$ cat src/sector_codec_pkg.sv
// Purpose: Shared constants, types and helpers for the audio FIFO and sector codec block
// Assumes: 32-bit APB register bus, one 32-bit word holds one left/right sample pair
// Notes:   Byte 0 of a sector word sits in bits 31:24
package sector_codec_pkg;

	localparam logic [7:0]  ADDR_FIFO_CTRL  = 8'h00;
	localparam logic [7:0]  ADDR_STATUS     = 8'h04;
	localparam logic [7:0]  ADDR_TX_PORT3   = 8'h08;
	localparam logic [7:0]  ADDR_RX_PORT2   = 8'h0c;
	localparam logic [7:0]  ADDR_CODEC_CTRL = 8'hc8;

	localparam logic [7:0]  FIFO_CTRL_RESET  = 8'h03;
	localparam logic [7:0]  FIFO_CTRL_MASK   = 8'hf7;
	localparam logic [15:0] CODEC_CTRL_RESET = 16'h0000;
	localparam logic [15:0] CODEC_CTRL_MASK  = 16'heeee;
	localparam int          FC_TX_RST        = 0;
	localparam int          FC_RX_RST        = 1;
	localparam int          FC_TICK_EN       = 2;
	localparam int          FC_TICK_LSB      = 4;

	localparam int          ST_TX_CNT_LSB    = 0;
	localparam int          ST_TX_HELD       = 3;
	localparam int          ST_TX_UNDERRUN   = 4;
	localparam int          ST_TX_OVERRUN    = 5;
	localparam int          ST_RX_CNT_LSB    = 8;
	localparam int          ST_RX_OVERRUN    = 11;
	localparam int          ST_ENC_NOSYNC    = 16;
	localparam int          ST_ENC_ILSYNC    = 17;
	localparam int          ST_DEC_NOSYNC    = 20;
	localparam int          ST_DEC_ILSYNC    = 21;
	localparam int          ST_DEC_CRCERR    = 22;

	localparam logic [2:0]  FIFO_DEPTH       = 3'd6;
	localparam logic [2:0]  FIFO_LAST        = 3'd5;
	localparam logic [2:0]  TX_HELD_LEVEL    = 3'd1;

	localparam int          SECTOR_BYTES     = 2352;
	localparam logic [9:0]  IDX_LAST         = 10'(SECTOR_BYTES / 4 - 1);
	localparam logic [9:0]  IDX_SYNC_END     = 10'h002;
	localparam logic [9:0]  IDX_SCRAM_FIRST  = 10'h003;
	localparam logic [9:0]  IDX_M2_FIRST     = 10'h004;
	localparam logic [9:0]  CRC_POS_M1       = 10'h204;
	localparam logic [9:0]  CRC_POS_M2F1     = 10'h206;
	localparam logic [9:0]  CRC_POS_M2F2     = 10'h24b;

	localparam logic [31:0] SYNC_W0          = 32'h00ff_ffff;
	localparam logic [31:0] SYNC_W1          = 32'hffff_ffff;
	localparam logic [31:0] SYNC_W2          = 32'hffff_ff00;
	localparam logic [14:0] LFSR_SEED        = 15'h0001;
	localparam logic [31:0] EDC_POLY         = 32'hd801_8001;

	typedef enum logic [1:0] {SWAP_NONE, SWAP_HALVES, SWAP_BYTES, SWAP_REVERSE} swap_e;
	typedef enum logic [1:0] {CRC_NONE, CRC_MODE1, CRC_M2F1, CRC_M2F2} crc_mode_e;

	typedef struct packed {
		swap_e     dec_swap;
		logic      dec_sync_en;
		logic      rsv12;
		logic      dec_descramble;
		crc_mode_e dec_mode;
		logic      rsv8;
		swap_e     enc_swap;
		logic      enc_sync_en;
		logic      rsv4;
		logic      enc_scramble;
		crc_mode_e enc_mode;
		logic      rsv0;
	} codec_ctrl_s;

	typedef struct packed {
		logic [15:0] left;
		logic [15:0] right;
	} sample_s;

	function automatic logic [31:0] swap_word(input logic [31:0] w, input swap_e mode);
		case (mode)
			SWAP_HALVES:  return {w[15:0], w[31:16]};
			SWAP_BYTES:   return {w[23:16], w[31:24], w[7:0], w[15:8]};
			SWAP_REVERSE: return {w[7:0], w[15:8], w[23:16], w[31:24]};
			default:      return w;
		endcase
	endfunction

	// Reflected EDC, each byte taken least significant bit first
	function automatic logic [31:0] edc_word(input logic [31:0] crc, input logic [31:0] w);
		logic [31:0] c;
		c = crc;
		for (int i = 0; i < 32; i++) begin
			c = (c >> 1) ^ ((c[0] ^ w[24 - 8 * (i / 8) + (i % 8)]) ? EDC_POLY : 32'h0000_0000);
		end
		return c;
	endfunction

	// Returns {next state, 32-bit mask} of the x^15+x+1 scrambler
	function automatic logic [46:0] scramble_step(input logic [14:0] s);
		logic [14:0] st;
		logic [31:0] m;
		st = s;
		m = 32'h0000_0000;
		for (int i = 0; i < 32; i++) begin
			m[24 - 8 * (i / 8) + (i % 8)] = st[0];
			st = {st[0] ^ st[1], st[14:1]};
		end
		return {st, m};
	endfunction

endpackage

$ cat src/audio_fifo_cdrom_sector_codec.sv
// Purpose: Transmit/receive audio FIFOs with start-up hold, tick, and sector encoder/decoder
// Assumes: APB slave, one wait state per access; serial side gives one request per sample pair
// Notes:   Sector encoder feeds the transmit FIFO, the decoder is fed by the receive side
//
// Summary of operation
// - After transmit reset release, FIFO holds one sample and waits for first write.
// - First write releases the hold and starts transmission of FIFO contents.
// - Receive FIFO leaves reset only when software clears its reset bit.
// - Each FIFO stores at most six left/right sample pairs.
// - Empty flag raised when exactly one sample pair remains outside reset and the start-up hold.
// - Underrun flag raised when a sample is due and FIFO is empty.
// - On underrun the last sample keeps repeating until new data arrives.
// - Tick fires every programmed number of sample pairs, regardless of FIFO state.
// - Encoder and decoder run fully independently.
// - One 16-bit read/write control register configures both, resetting to zero.
// - Bits 15:14 select decoder swap, zero meaning pass-through.
// - Bit 13 enables decoder sync recognition.
// - Bit 11 enables decoder descrambling.
// - Bits 10:9 select decoder CRC check: none, mode 1, mode 2 form 1/2.
// - Bits 7:6 select encoder swap with the same coding.
// - Bit 5 enables encoder sync recognition.
// - Bit 3 enables encoder scrambling.
// - Bits 2:1 select encoder CRC insertion mode.
// - Sector restarts at sync when enabled, else 2352 bytes after previous start.
// - Inserted CRC overwrites whatever software wrote in the CRC slot.
// - Swap codes: pass, exchange halves, swap bytes in halves, reverse bytes.
// - Encoder order is CRC insertion, then scrambling, then swapping.
`timescale 1ns/1ps

module sector_stage
	import sector_codec_pkg::*;
#(
	parameter bit ENCODE = 1'b1
) (
	input  wire logic        clk,
	input  wire logic        rst_n,
	input  wire logic        in_valid,
	input  wire logic [31:0] in_word,
	input  wire logic        sync_en,
	input  wire logic        scram_en,
	input  wire crc_mode_e   mode,
	input  wire swap_e       swap,
	output logic             out_valid,
	output logic [31:0]      out_word,
	output logic             no_sync,
	output logic             il_sync,
	output logic             crc_err
);
	logic [9:0]  idx_q;
	logic [31:0] prev1_q;
	logic [31:0] prev2_q;
	logic [31:0] crc_q;
	logic [14:0] lfsr_q;

	wire         sync_hit  = sync_en && prev2_q == SYNC_W0 && prev1_q == SYNC_W1 && in_word == SYNC_W2;
	wire [9:0]   eff_idx   = sync_hit ? IDX_SYNC_END : idx_q;
	wire [9:0]   crc_pos   = (mode == CRC_MODE1) ? CRC_POS_M1 : (mode == CRC_M2F1) ? CRC_POS_M2F1 : CRC_POS_M2F2;
	wire [9:0]   crc_first = (mode == CRC_MODE1) ? 10'h000 : IDX_M2_FIRST;
	wire [14:0]  lfsr_cur  = (eff_idx == IDX_SCRAM_FIRST) ? LFSR_SEED : lfsr_q;
	wire [46:0]  scr       = scramble_step(lfsr_cur);
	wire         scr_on    = scram_en && eff_idx >= IDX_SCRAM_FIRST;
	wire         crc_slot  = mode != CRC_NONE && eff_idx == crc_pos;
	// Sync found late still needs the two earlier sync words folded in for mode 1
	wire [31:0]  crc_in    = sync_hit ? edc_word(edc_word(32'h0000_0000, SYNC_W0), SYNC_W1) :
	                         (eff_idx == crc_first) ? 32'h0000_0000 : crc_q;
	wire [31:0]  crc_word  = swap_word(crc_in, SWAP_REVERSE);
	wire [31:0]  descr     = scr_on ? in_word ^ scr[31:0] : in_word;
	wire [31:0]  plain     = ENCODE ? (crc_slot ? crc_word : in_word) : descr;
	wire [31:0]  line_word = (ENCODE && scr_on) ? plain ^ scr[31:0] : plain;
	wire [9:0]   idx_next  = (eff_idx == IDX_LAST) ? 10'h000 : eff_idx + 10'h001;

	always_ff @(posedge clk or negedge rst_n) begin
		if (!rst_n) begin
			idx_q     <= 10'h000;
			prev1_q   <= 32'h0000_0000;
			prev2_q   <= 32'h0000_0000;
			crc_q     <= 32'h0000_0000;
			lfsr_q    <= LFSR_SEED;
			out_valid <= 1'b0;
			out_word  <= 32'h0000_0000;
			no_sync   <= 1'b0;
			il_sync   <= 1'b0;
			crc_err   <= 1'b0;
		end else begin
			out_valid <= in_valid;
			no_sync   <= in_valid && eff_idx == IDX_SYNC_END && !sync_hit;
			il_sync   <= in_valid && sync_hit && idx_q != IDX_SYNC_END;
			crc_err   <= in_valid && !ENCODE && crc_slot && plain != crc_word;
			if (in_valid) begin
				idx_q    <= idx_next;
				prev2_q  <= prev1_q;
				prev1_q  <= in_word;
				crc_q    <= edc_word(crc_in, plain);
				lfsr_q   <= scr[46:32];
				out_word <= swap_word(line_word, swap);
			end
		end
	end

	a_sector_wrap: assert property (@(posedge clk) disable iff (!rst_n)
		in_valid && !sync_hit && idx_q == IDX_LAST |=> idx_q == 10'h000)
		else $error("sector index did not wrap after 2352 bytes");
endmodule

module audio_fifo_cdrom_sector_codec
	import sector_codec_pkg::*;
(
	input  wire logic        clk,
	input  wire logic        resetn,
	input  wire logic        psel,
	input  wire logic        penable,
	input  wire logic        pwrite,
	input  wire logic [7:0]  paddr,
	input  wire logic [31:0] pwdata,
	output logic [31:0]      prdata,
	output logic             pready,
	output logic             pslverr,
	input  wire logic        tx_sample_req,
	output sample_s          tx_sample,
	output logic             tx_running,
	output logic             tx_empty_irq,
	output logic             tx_underrun_irq,
	output logic             periodic_sample_tick_irq,
	input  wire logic        rx_sample_valid,
	input  wire sample_s     rx_sample
);
	logic        rst_meta_q;
	logic        rst_n_q;
	logic [7:0]  fifo_ctrl_q;
	codec_ctrl_s codec_ctrl_q;
	logic [31:0] tx_mem_q [FIFO_DEPTH];
	logic [31:0] rx_mem_q [FIFO_DEPTH];
	logic [2:0]  tx_rd_q, tx_wr_q, tx_cnt_q;
	logic [2:0]  rx_rd_q, rx_wr_q, rx_cnt_q;
	logic        tx_held_q, tx_ovr_q, rx_ovr_q, rx_pop_ok_q;
	logic [3:0]  tick_cnt_q;
	logic [3:0]  status_q;
	logic        dec_crc_flag_q;
	logic        enc_valid, enc_nosync, enc_ilsync;
	logic        dec_valid, dec_nosync, dec_ilsync, dec_crcerr;
	logic [31:0] enc_word, dec_word;

	function automatic logic [2:0] ptr_inc(input logic [2:0] p);
		return (p == FIFO_LAST) ? 3'd0 : p + 3'd1;
	endfunction

	always_ff @(posedge clk or negedge resetn) begin
		if (!resetn) begin
			rst_meta_q <= 1'b0;
			rst_n_q    <= 1'b0;
		end else begin
			rst_meta_q <= 1'b1;
			rst_n_q    <= rst_meta_q;
		end
	end

	wire        access    = psel && penable;
	wire        done      = access && pready;
	wire        hit_fc    = paddr == ADDR_FIFO_CTRL;
	wire        hit_st    = paddr == ADDR_STATUS;
	wire        hit_tx    = paddr == ADDR_TX_PORT3;
	wire        hit_rx    = paddr == ADDR_RX_PORT2;
	wire        hit_cc    = paddr == ADDR_CODEC_CTRL;
	wire        mapped    = hit_fc || hit_st || hit_tx || hit_rx || hit_cc;
	wire        tx_rst    = fifo_ctrl_q[FC_TX_RST];
	wire        rx_rst    = fifo_ctrl_q[FC_RX_RST];
	wire        tick_en   = fifo_ctrl_q[FC_TICK_EN];
	wire [3:0]  tick_n    = fifo_ctrl_q[FC_TICK_LSB +: 4];
	wire        tx_write  = done && pwrite && hit_tx && !tx_rst;
	wire        tx_pop    = tx_sample_req && !tx_held_q && !tx_rst && tx_cnt_q != 3'd0;
	wire        tx_starve = tx_sample_req && !tx_held_q && !tx_rst && tx_cnt_q == 3'd0;
	wire        tx_push   = enc_valid && !tx_rst && (tx_cnt_q != FIFO_DEPTH || tx_pop);
	wire        rx_pop    = done && !pwrite && hit_rx && rx_pop_ok_q;
	wire        rx_push   = dec_valid && !rx_rst && (rx_cnt_q != FIFO_DEPTH || rx_pop);
	// Compare with >= so a smaller count written mid-period still fires instead of wrapping
	wire        tick_hit  = tx_sample_req && tick_en && tick_n != 4'h0 && tick_cnt_q >= tick_n - 4'h1;
	wire [31:0] status_w  = {9'h000, dec_crc_flag_q, status_q[3], status_q[2], 2'b00,
	                         status_q[1], status_q[0], 4'h0, rx_ovr_q, rx_cnt_q, 2'b00, tx_ovr_q,
	                         tx_underrun_irq, tx_held_q, tx_cnt_q};
	wire [31:0] rd_mux    = hit_fc ? {24'h000000, fifo_ctrl_q} :
	                        hit_st ? status_w :
	                        hit_rx ? (rx_cnt_q != 3'd0 ? rx_mem_q[rx_rd_q] : 32'h0000_0000) :
	                        hit_cc ? {16'h0000, codec_ctrl_q} : 32'h0000_0000;


	always_ff @(posedge clk or negedge rst_n_q) begin
		if (!rst_n_q) begin
			pready       <= 1'b0;
			pslverr      <= 1'b0;
			prdata       <= 32'h0000_0000;
			rx_pop_ok_q  <= 1'b0;
			fifo_ctrl_q  <= FIFO_CTRL_RESET;
			codec_ctrl_q <= CODEC_CTRL_RESET;
		end else begin
			pready      <= access && !pready;
			pslverr     <= access && !pready && !mapped;
			prdata      <= (access && !pready && !pwrite) ? rd_mux : 32'h0000_0000;
			rx_pop_ok_q <= access && !pready && rx_cnt_q != 3'd0;
			if (done && pwrite && hit_fc)
				fifo_ctrl_q <= pwdata[7:0] & FIFO_CTRL_MASK;
			if (done && pwrite && hit_cc)
				codec_ctrl_q <= pwdata[15:0] & CODEC_CTRL_MASK;
		end
	end

	// Encoder and decoder share only the control register, no state
	sector_stage #(.ENCODE(1'b1)) u_encoder (
		.clk       (clk),
		.rst_n     (rst_n_q),
		.in_valid  (tx_write),
		.in_word   (pwdata),
		.sync_en   (codec_ctrl_q.enc_sync_en),
		.scram_en  (codec_ctrl_q.enc_scramble),
		.mode      (codec_ctrl_q.enc_mode),
		.swap      (codec_ctrl_q.enc_swap),
		.out_valid (enc_valid),
		.out_word  (enc_word),
		.no_sync   (enc_nosync),
		.il_sync   (enc_ilsync),
		.crc_err   ()
	);

	sector_stage #(.ENCODE(1'b0)) u_decoder (
		.clk       (clk),
		.rst_n     (rst_n_q),
		.in_valid  (rx_sample_valid),
		.in_word   (rx_sample),
		.sync_en   (codec_ctrl_q.dec_sync_en),
		.scram_en  (codec_ctrl_q.dec_descramble),
		.mode      (codec_ctrl_q.dec_mode),
		.swap      (codec_ctrl_q.dec_swap),
		.out_valid (dec_valid),
		.out_word  (dec_word),
		.no_sync   (dec_nosync),
		.il_sync   (dec_ilsync),
		.crc_err   (dec_crcerr)
	);

	// Transmit FIFO; reset parks it at one stale sample until software writes
	always_ff @(posedge clk or negedge rst_n_q) begin
		if (!rst_n_q) begin
			for (int i = 0; i < FIFO_DEPTH; i++)
				tx_mem_q[i] <= 32'h0000_0000;
			tx_rd_q         <= 3'd0;
			tx_wr_q         <= TX_HELD_LEVEL;
			tx_cnt_q        <= TX_HELD_LEVEL;
			tx_held_q       <= 1'b1;
			tx_ovr_q        <= 1'b0;
			tx_underrun_irq <= 1'b0;
			tx_empty_irq    <= 1'b0;
			tx_running      <= 1'b0;
			tx_sample       <= '0;
		end else begin
			tx_empty_irq <= !tx_held_q && !tx_rst && tx_cnt_q == 3'd1;
			tx_running   <= !tx_held_q && !tx_rst;
			if (tx_rst) begin
				tx_rd_q         <= 3'd0;
				tx_wr_q         <= TX_HELD_LEVEL;
				tx_cnt_q        <= TX_HELD_LEVEL;
				tx_held_q       <= 1'b1;
				tx_ovr_q        <= 1'b0;
				tx_underrun_irq <= 1'b0;
			end else begin
				if (tx_push) begin
					tx_mem_q[tx_wr_q] <= enc_word;
					tx_wr_q           <= ptr_inc(tx_wr_q);
				end
				if (tx_pop) begin
					tx_sample <= tx_mem_q[tx_rd_q];
					tx_rd_q   <= ptr_inc(tx_rd_q);
				end
				tx_cnt_q <= tx_cnt_q + {2'b00, tx_push} - {2'b00, tx_pop};
				if (enc_valid)
					tx_held_q <= 1'b0;
				if (enc_valid && !tx_push)
					tx_ovr_q <= 1'b1;
				// A starve in the same cycle as a write still flags the underrun
				if (tx_starve)
					tx_underrun_irq <= 1'b1;
				else if (enc_valid)
					tx_underrun_irq <= 1'b0;
			end
		end
	end

	always_ff @(posedge clk or negedge rst_n_q) begin
		if (!rst_n_q) begin
			for (int i = 0; i < FIFO_DEPTH; i++)
				rx_mem_q[i] <= 32'h0000_0000;
			rx_rd_q  <= 3'd0;
			rx_wr_q  <= 3'd0;
			rx_cnt_q <= 3'd0;
			rx_ovr_q <= 1'b0;
		end else if (rx_rst) begin
			rx_rd_q  <= 3'd0;
			rx_wr_q  <= 3'd0;
			rx_cnt_q <= 3'd0;
			rx_ovr_q <= 1'b0;
		end else begin
			if (rx_push) begin
				rx_mem_q[rx_wr_q] <= dec_word;
				rx_wr_q           <= ptr_inc(rx_wr_q);
			end
			if (rx_pop)
				rx_rd_q <= ptr_inc(rx_rd_q);
			rx_cnt_q <= rx_cnt_q + {2'b00, rx_push} - {2'b00, rx_pop};
			if (dec_valid && !rx_push)
				rx_ovr_q <= 1'b1;
		end
	end

	// Tick counts sample pairs even while the transmit FIFO is held in reset
	always_ff @(posedge clk or negedge rst_n_q) begin
		if (!rst_n_q) begin
			tick_cnt_q               <= 4'h0;
			periodic_sample_tick_irq <= 1'b0;
			status_q                 <= 4'h0;
			dec_crc_flag_q           <= 1'b0;
		end else begin
			periodic_sample_tick_irq <= tick_hit;
			if (!tick_en)
				tick_cnt_q <= 4'h0;
			else if (tick_sample_step(tx_sample_req))
				tick_cnt_q <= tick_hit ? 4'h0 : tick_cnt_q + 4'h1;
			if (enc_nosync || enc_ilsync)
				status_q[1:0] <= {enc_ilsync, enc_nosync};
			if (dec_nosync || dec_ilsync)
				status_q[3:2] <= {dec_ilsync, dec_nosync};
			if (dec_crcerr)
				dec_crc_flag_q <= 1'b1;
			else if (dec_nosync || dec_ilsync)
				dec_crc_flag_q <= 1'b0;
		end
	end

	function automatic logic tick_sample_step(input logic req);
		return req;
	endfunction

	a_held_one_sample: assert property (@(posedge clk) disable iff (!rst_n_q)
		tx_rst |=> tx_cnt_q == TX_HELD_LEVEL && tx_held_q)
		else $error("transmit FIFO not parked at one sample");
	// Write edge, encoder stage, FIFO push: hold drops two edges after the write, running one later
	a_first_write_go: assert property (@(posedge clk) disable iff (!rst_n_q)
		tx_held_q && !tx_rst && tx_write ##1 !tx_rst [*3] |-> !tx_held_q ##1 tx_running)
		else $error("first write did not release transmit hold");
	a_rx_stays_reset: assert property (@(posedge clk) disable iff (!rst_n_q)
		rx_rst && $past(rx_rst) |-> rx_cnt_q == 3'd0)
		else $error("receive FIFO filled while in reset");
	a_fifo_depth: assert property (@(posedge clk) disable iff (!rst_n_q)
		tx_cnt_q <= FIFO_DEPTH && rx_cnt_q <= FIFO_DEPTH)
		else $error("FIFO level above six");
	a_empty_flag: assert property (@(posedge clk) disable iff (!rst_n_q)
		tx_running && !tx_rst && tx_cnt_q == 3'd1 |=> tx_empty_irq)
		else $error("empty flag missing at one sample left");
	a_underrun_flag: assert property (@(posedge clk) disable iff (!rst_n_q)
		tx_starve |=> tx_underrun_irq)
		else $error("underrun not flagged");
	a_repeat_last: assert property (@(posedge clk) disable iff (!rst_n_q)
		tx_starve |=> $stable(tx_sample))
		else $error("sample changed during underrun");
	a_tick_period: assert property (@(posedge clk) disable iff (!rst_n_q)
		tick_en && tick_n == 4'h1 && tx_sample_req && $past(tick_en) |=> periodic_sample_tick_irq)
		else $error("tick missed for single pair period");
	a_tick_source: assert property (@(posedge clk) disable iff (!rst_n_q)
		periodic_sample_tick_irq |-> $past(tx_sample_req) && $past(tick_en))
		else $error("tick fired without a counted sample pair");
	a_ctrl_readback: assert property (@(posedge clk) disable iff (!rst_n_q)
		done && pwrite && hit_cc |=> codec_ctrl_q == ($past(pwdata[15:0]) & CODEC_CTRL_MASK))
		else $error("control register write not stored");
endmodule

$ cat config.mk
export PLATFORM = sky130hd
export DESIGN_NAME = audio_fifo_cdrom_sector_codec
export DESIGN_NICKNAME = d
export VERILOG_FILES = /design/src/sector_codec_pkg.sv /design/src/audio_fifo_cdrom_sector_codec.sv
export SDC_FILE = /design/constraint.sdc
export NUM_CORES = 2
export LEC_CHECK = 0
export BUFFER_PORTS_ARGS = -buffer_cell sky130_fd_sc_hd__clkbuf_2
export CAP_MARGIN = 0
export CORE_UTILIZATION = 63
export DETAILED_ROUTE_END_ITERATION = 12
export PLACE_DENSITY_LB_ADDON = 0.12
export SYNTH_ARGS = -nofsm -noshare
export SYNTH_HDL_FRONTEND = slang
export SYNTH_SLANG_ARGS = --single-unit
export TNS_END_PERCENT = 1
$ cat constraint.sdc
create_clock -name clk -period 27.9 [get_ports clk]
set_clock_uncertainty 0.15 [all_clocks]
set_input_delay 2.79 -clock clk [delete_from_list [all_inputs] [get_ports clk]]
set_output_delay 2.79 -clock clk [all_outputs]
set_load 0.02 [all_outputs]
# After elaboration in Yosys (flattened, before gate mapping)
# Index checks and enable logic that the tools add are counted.
# classes
addsub	12
multipliers	0
div_mod_pow	0
order_cmp	9
eq_ne	41
shift	0
mux	130
bitwise	200
n_reduce_logical	88
# op_table
cell	count
2-to-1 mux 32 bit	82
XOR 31 x 32 -> 32 bit	64
bitwise mux 192 bit	2
binary-select mux 32 bit (select 3 bit)	2
demux 32 bit (select 3 bit)	2
one-hot mux 32 bit (3 select lines)	2
equality test 32 bit (second input constant)	4
XOR 1 bit	128
equality test 32 x 24 -> 1 bit (second input constant)	2
XOR 32 bit	2
2-to-1 mux 10 bit	6
logical AND 1 bit	51
2-to-1 mux 3 bit	16
equality test 10 bit	4
equality test 10 x 2 -> 1 bit (second input constant)	4
!= test 32 bit	1
2-to-1 mux 15 bit	2
adder 10 x 1 -> 10 bit (second input constant)	2
equality test 10 bit (second input constant)	2
greater-or-equal comparator 10 x 2 -> 1 bit (second input constant)	2
!= test 10 x 2 -> 1 bit (second input constant)	2
nonzero test 2 bit	10
equality test 8 x 4 -> 1 bit (second input constant)	2
greater-or-equal comparator 4 bit (second input constant)	4
28 further kinds	82
# totals
ff_bits	819
latch_bits	0
mem_bits_rw	0
mem_bits_ro	0
in_bits	79
out_inout_bits	70
wordCells	545
memories	0

# Depth between registers and ports, before layout
# depth
ltp_word	107
ltp_mapped	23
mapped_depth_nobuf	18

# Hierarchy
# From an unflattened synthesis, not the netlist that was laid out.
# hier_totals
hier_cells	3724
area_unflattened_um2	43534.3
# modules_own_cells
module	instances	cells_each	area_per_inst_um2
audio_fifo_cdrom_sector_codec	1	1539	22037.4
sector_stage (u_decoder)	1	1096	10975.5
sector_stage (u_encoder)	1	1089	10521.3

# Least setup slack after synthesis
# OpenSTA, ideal clock, no wires.
# synth_timing
path_kind	input port to flip-flop
start	input port rx_sample[4] (netlist name)
end	register u_decoder.crc_q[0]
arrival_time_ns	8.230
setup_slack_ns	19.395
stages	22
path_buffers	5
path_cell_list	buf_2 > or4b_1 > nor4_2 > and4_1 > buf_2 > nand2_1 > clkbuf_1 > clkbuf_1 > buf_1 > nand2_1 > ha_1 > or4b_2 > o31ai_1 > and3_1 > o22ai_1 > xor2_1 > xnor2_1 > xor2_1 > xnor3_1 > xnor3_2 > xnor3_1 > mux2_4
# synth_between
elab_chain_cells	103
# synth_rtl
item	line	rtl
from (decl)	audio_fifo_cdrom_sector_codec.sv:125	input wire sample_s rx_sample
parallel branches: the longest is 102 deep, another holds greater-or-equal comparator 10 x 2 -> 1 bit	--	
XOR 31 x 32 -> 32 bit *	sector_codec_pkg.sv:89	c = (c >> 1) ^ ((c[0] ^ w[24 - 8 * (i / 8) + (i % 8)]) ? EDC_POLY : 32'h0000_0000);
to (signal assigned)	audio_fifo_cdrom_sector_codec.sv:93	crc_q <= edc_word(crc_in, plain);
to (decl)	audio_fifo_cdrom_sector_codec.sv:52	logic [31:0] crc_q;
# Mark *: on every way between the ends.
# A chain may end at the register's enable or synchronous reset.

# Worst setup path in the final report
# layout_timing
start	input port pwdata[1]
end	register u_encoder.crc_q[16]
# layout_between
elab_chain_cells	103
# layout_rtl
item	line	rtl
from (decl)	audio_fifo_cdrom_sector_codec.sv:114	input wire logic [31:0] pwdata,
equality test 32 bit	audio_fifo_cdrom_sector_codec.sv:55	wire sync_hit = sync_en && prev2_q == SYNC_W0 && prev1_q == SYNC_W1 && in_word == SYNC_W2;
logical AND 1 bit	audio_fifo_cdrom_sector_codec.sv:55	
2-to-1 mux 10 bit	audio_fifo_cdrom_sector_codec.sv:56	wire [9:0] eff_idx = sync_hit ? IDX_SYNC_END : idx_q;
equality test 10 bit	audio_fifo_cdrom_sector_codec.sv:65	(eff_idx == crc_first) ? 32'h0000_0000 : crc_q;
2-to-1 mux 32 bit	audio_fifo_cdrom_sector_codec.sv:65	
2-to-1 mux 32 bit	audio_fifo_cdrom_sector_codec.sv:64	wire [31:0] crc_in = sync_hit ? edc_word(edc_word(32'h0000_0000, SYNC_W0), SYNC_W1) :
2-to-1 mux 32 bit	audio_fifo_cdrom_sector_codec.sv:68	wire [31:0] plain = ENCODE ? (crc_slot ? crc_word : in_word) : descr;
XOR 1 bit	sector_codec_pkg.sv:89	
[87 not listed]	--	
2-to-1 mux 32 bit	sector_codec_pkg.sv:89	
XOR 31 x 32 -> 32 bit	sector_codec_pkg.sv:89	
XOR 1 bit	sector_codec_pkg.sv:89	
2-to-1 mux 32 bit	sector_codec_pkg.sv:89	
XOR 31 x 32 -> 32 bit	sector_codec_pkg.sv:89	
XOR 1 bit	sector_codec_pkg.sv:89	
2-to-1 mux 32 bit	sector_codec_pkg.sv:89	
XOR 31 x 32 -> 32 bit *	sector_codec_pkg.sv:89	
to (signal assigned)	audio_fifo_cdrom_sector_codec.sv:93	
to (decl)	audio_fifo_cdrom_sector_codec.sv:52	
# Mark *: on every way between the ends. The rest lies on a longest branch, timed or not.

==> qor.csv <==
metric,value,unit
fin_cells,4796,
postRouteAntennaNets,0,
hold_end,rst_n_q,
netlist_top_cells_count,"812 x dfrtp_1, 546 x mux2_2, 484 x nand2_1",
clock_latency,0.66,ns
slowest_stage,nor3_1,
crit_type,input port to register,
ys_ff_latch,819,
crit_family,simple AND/OR/NAND/NOR gates,
setup_slack,19.28,ns
cts_tree,done,
crit_arrival,8.98,ns
maxCapViolCount,0,
avgViaCountPerCell,6.38,
htree_levels,3,
period_share,30.9,%
final_layout_size_suffix_gt1_share,26.3,%
crit_chain,clkbuf_2 > or4_1 > nor4_1 > nand4_1 > or2_2 > nand2_1 > ha_1 > or4b_1 > nor3_1 > nor2_1 > a31o_2 > xnor2_1 > xnor3_1 > xnor3_1 > xnor3_2 > xnor3_1 > mux2_2,
crit_top_cell,xnor3_1,
reg2reg_from,u_encoder.prev2_q[25],
yosysMostFrequentCell,dfrtp_1,
die_x,262,um
layout.nets,3951,
wl,122000,um
setup_viol,0,
cts-root-buf,clkbuf_16,
hp-class,register to register,
critical_path.max_stage_delay,0.70,ns
setup-tns-final,0,ns
overflow,0,
rsz0062_at_grt,false,
synth-seq-area-share,48.0,%
async_flop_share,100,%
clk_pin_slew,0.06,ns
avgSynthCellArea,11.2,um2
area_growth,9.99,%
hold_violations,0,
worst_pin_slew,1.29,ns
drv_slew,0,
ys.flop_type,dfrtp_1,
io_pins,149,
reg2reg_depth,16,
slew_headroom,13.8,%
std_cell_rows,95,
ctsResizeCount,0,
fmax,0.116,GHz
cts_sinks,819,
ir_drop,1.05,mV
dp_cells,4637,
place_hpwl,84000,um
grt_pass1_wl,189000,um
gp_congestion,0.971,
power.leakage,21.1,nW
grt_pass1_vias,31100,
dieArea,0.0689,mm2
r2r_slack,20.67,ns
port_buffers,148,
grt_use_total,35.6,%
worstHoldStart,rst_meta_q,
coreArea,0.0672,mm2
whs,0.202,ns
cts_buffer_depth,3,
cp-end-kind,register,
post-place-ws,18.71,ns
wl_per_cell,25.3,um
start_kind,input port,
first_iter_violations,2973,
postCtsSetupRepairBufs,0,
crit_required,28.26,ns
worstPathMaxFanout,13,
netlist_area,0.0427,mm2
cts_hold_buf,0,
period_minus_slack,8.62,ns
cts_made_buffers,85,
grt_max_degree,206,
p_per_area,122,mW/mm2
synth.area.top_cells,"dfrtp_1 48%, mux2_2 14%, xnor2_1 5.3%",
yosys_warnings,0,
yosysTopAreaCellShare,47.5,%
r2r-end,u_encoder.crc_q[16],
initial_core_util,63.6,%
outcome,"complete, no violations",
synth-edff-count,0,
drc,0,
ys_types,87,
path_buf_inv,1,
antenna_found_initial,5,
dieHeight,262,um
min_delay_path_depth,0,
synth_nets,3930,
via_count,30600,
syn_inst,3830,
first_pass_iters,6,
final_util,70.0,%
synth_top_area_cell,dfrtp_1,
==> power breakdown <==
group / internal, mW / switching (mW)
sequential: 1.45 / 0.245
combinational: 1.62 / 1.24
clock: 0.692 / 0.492
==> cell usage in the layout, fill, tap and decap left out, types with 13 or more instances in the layout <==
cell type	Yosys	final
buf_4	3	52
a21o_1	13	13
and3_1	22	22
a21oi_1	167	167
nand4_1	56	56
o31ai_1	22	22
nor3_1	44	41
xnor3_1	19	19
o21ai_0	170	169
dfrtp_1	812	808
mux4_2	78	78
inv_1	93	93
a22oi_1	17	17
nand2_1	484	484
a221oi_1	32	32
mux2_2	546	546
clkbuf_2	0	147
mux2i_1	100	100
ha_1	19	19
nor2_1	189	187
nor4_1	21	18
xor2_1	133	133
clkbuf_16	0	85
clkbuf_8	1	26
o22ai_1	19	19
nand4b_1	19	19
xnor2_1	258	258
nand3_1	30	30
==> cells by family after synthesis <==
family          synth area share, %
other cells                 0.00877
simple gates                   10.5
mux                            20.9
compound gates                 7.22
buf+inv                        3.28
fa+ha+maj                     0.650
xor+xnor                       9.51
flops                          48.0
==> layer usage <==
metal  track usage, %  part of all wire [%]  vias to the layer above
li1                 -                     -                    13400
met1             48.8                    42                    15800
met2             57.5                    48                     1139
met3             5.94                   6.6                      250
met4             13.5                   3.7                        8
met5                0                 0.039                        -
==> area by class of cell <==
| type | instances | area [um2] |
|---|---|---|
| clock inverters | 32 | 429 |
| fillers | 4797 | 20100 |
| diodes | 4 | 10.0 |
| multi-input cells | 2648 | 20900 |
| inverters | 96 | 360 |
| well taps | 873 | 1090 |
| flip-flops and latches | 819 | 20500 |
| repair buffers | 201 | 1160 |
| clock buffers | 123 | 2530 |
==> sequential cells by signal, summed over array words and instances, names as in the netlist, 4 cells and up <==
register            flops
codec_ctrl_q           12
fifo_ctrl_q             7
prdata                 32
rx_mem_q              192
status_q                4
tick_cnt_q              4
tx_mem_q              192
tx_sample              32
u_decoder.crc_q        32
u_decoder.idx_q        10
u_decoder.lfsr_q       15
u_decoder.out_word     32
u_decoder.prev1_q      32
u_decoder.prev2_q      32
u_encoder.crc_q        32
u_encoder.idx_q        10
u_encoder.lfsr_q       15
u_encoder.out_word     32
u_encoder.prev1_q      32
u_encoder.prev2_q      32
==> how the worst max path moves through the flow <==
stage,from,endpoint,cells after the start,slack [ns]
CTS,pwdata[1],u_encoder.crc_q[16],17,19.35
floorplan,rst_n_q,codec_ctrl_q[10],0,3.24
global route,pwdata[5],u_encoder.crc_q[16],17,19.02
finish,pwdata[1],u_encoder.crc_q[16],17,19.28
global placement,pwdata[1],u_encoder.crc_q[16],17,18.84
detailed placement,pwdata[1],u_encoder.crc_q[16],17,18.71
==> per-stage QoR <==
step	area, um2	power (mW)
floorplan	42700	3.95
finish	47000	5.74
global placement	44000	4.40
CTS	47000	5.72
detailed placement	44000	4.52
global route	47000	6.00
Note: power is estimated with default switching activity, not from simulation.
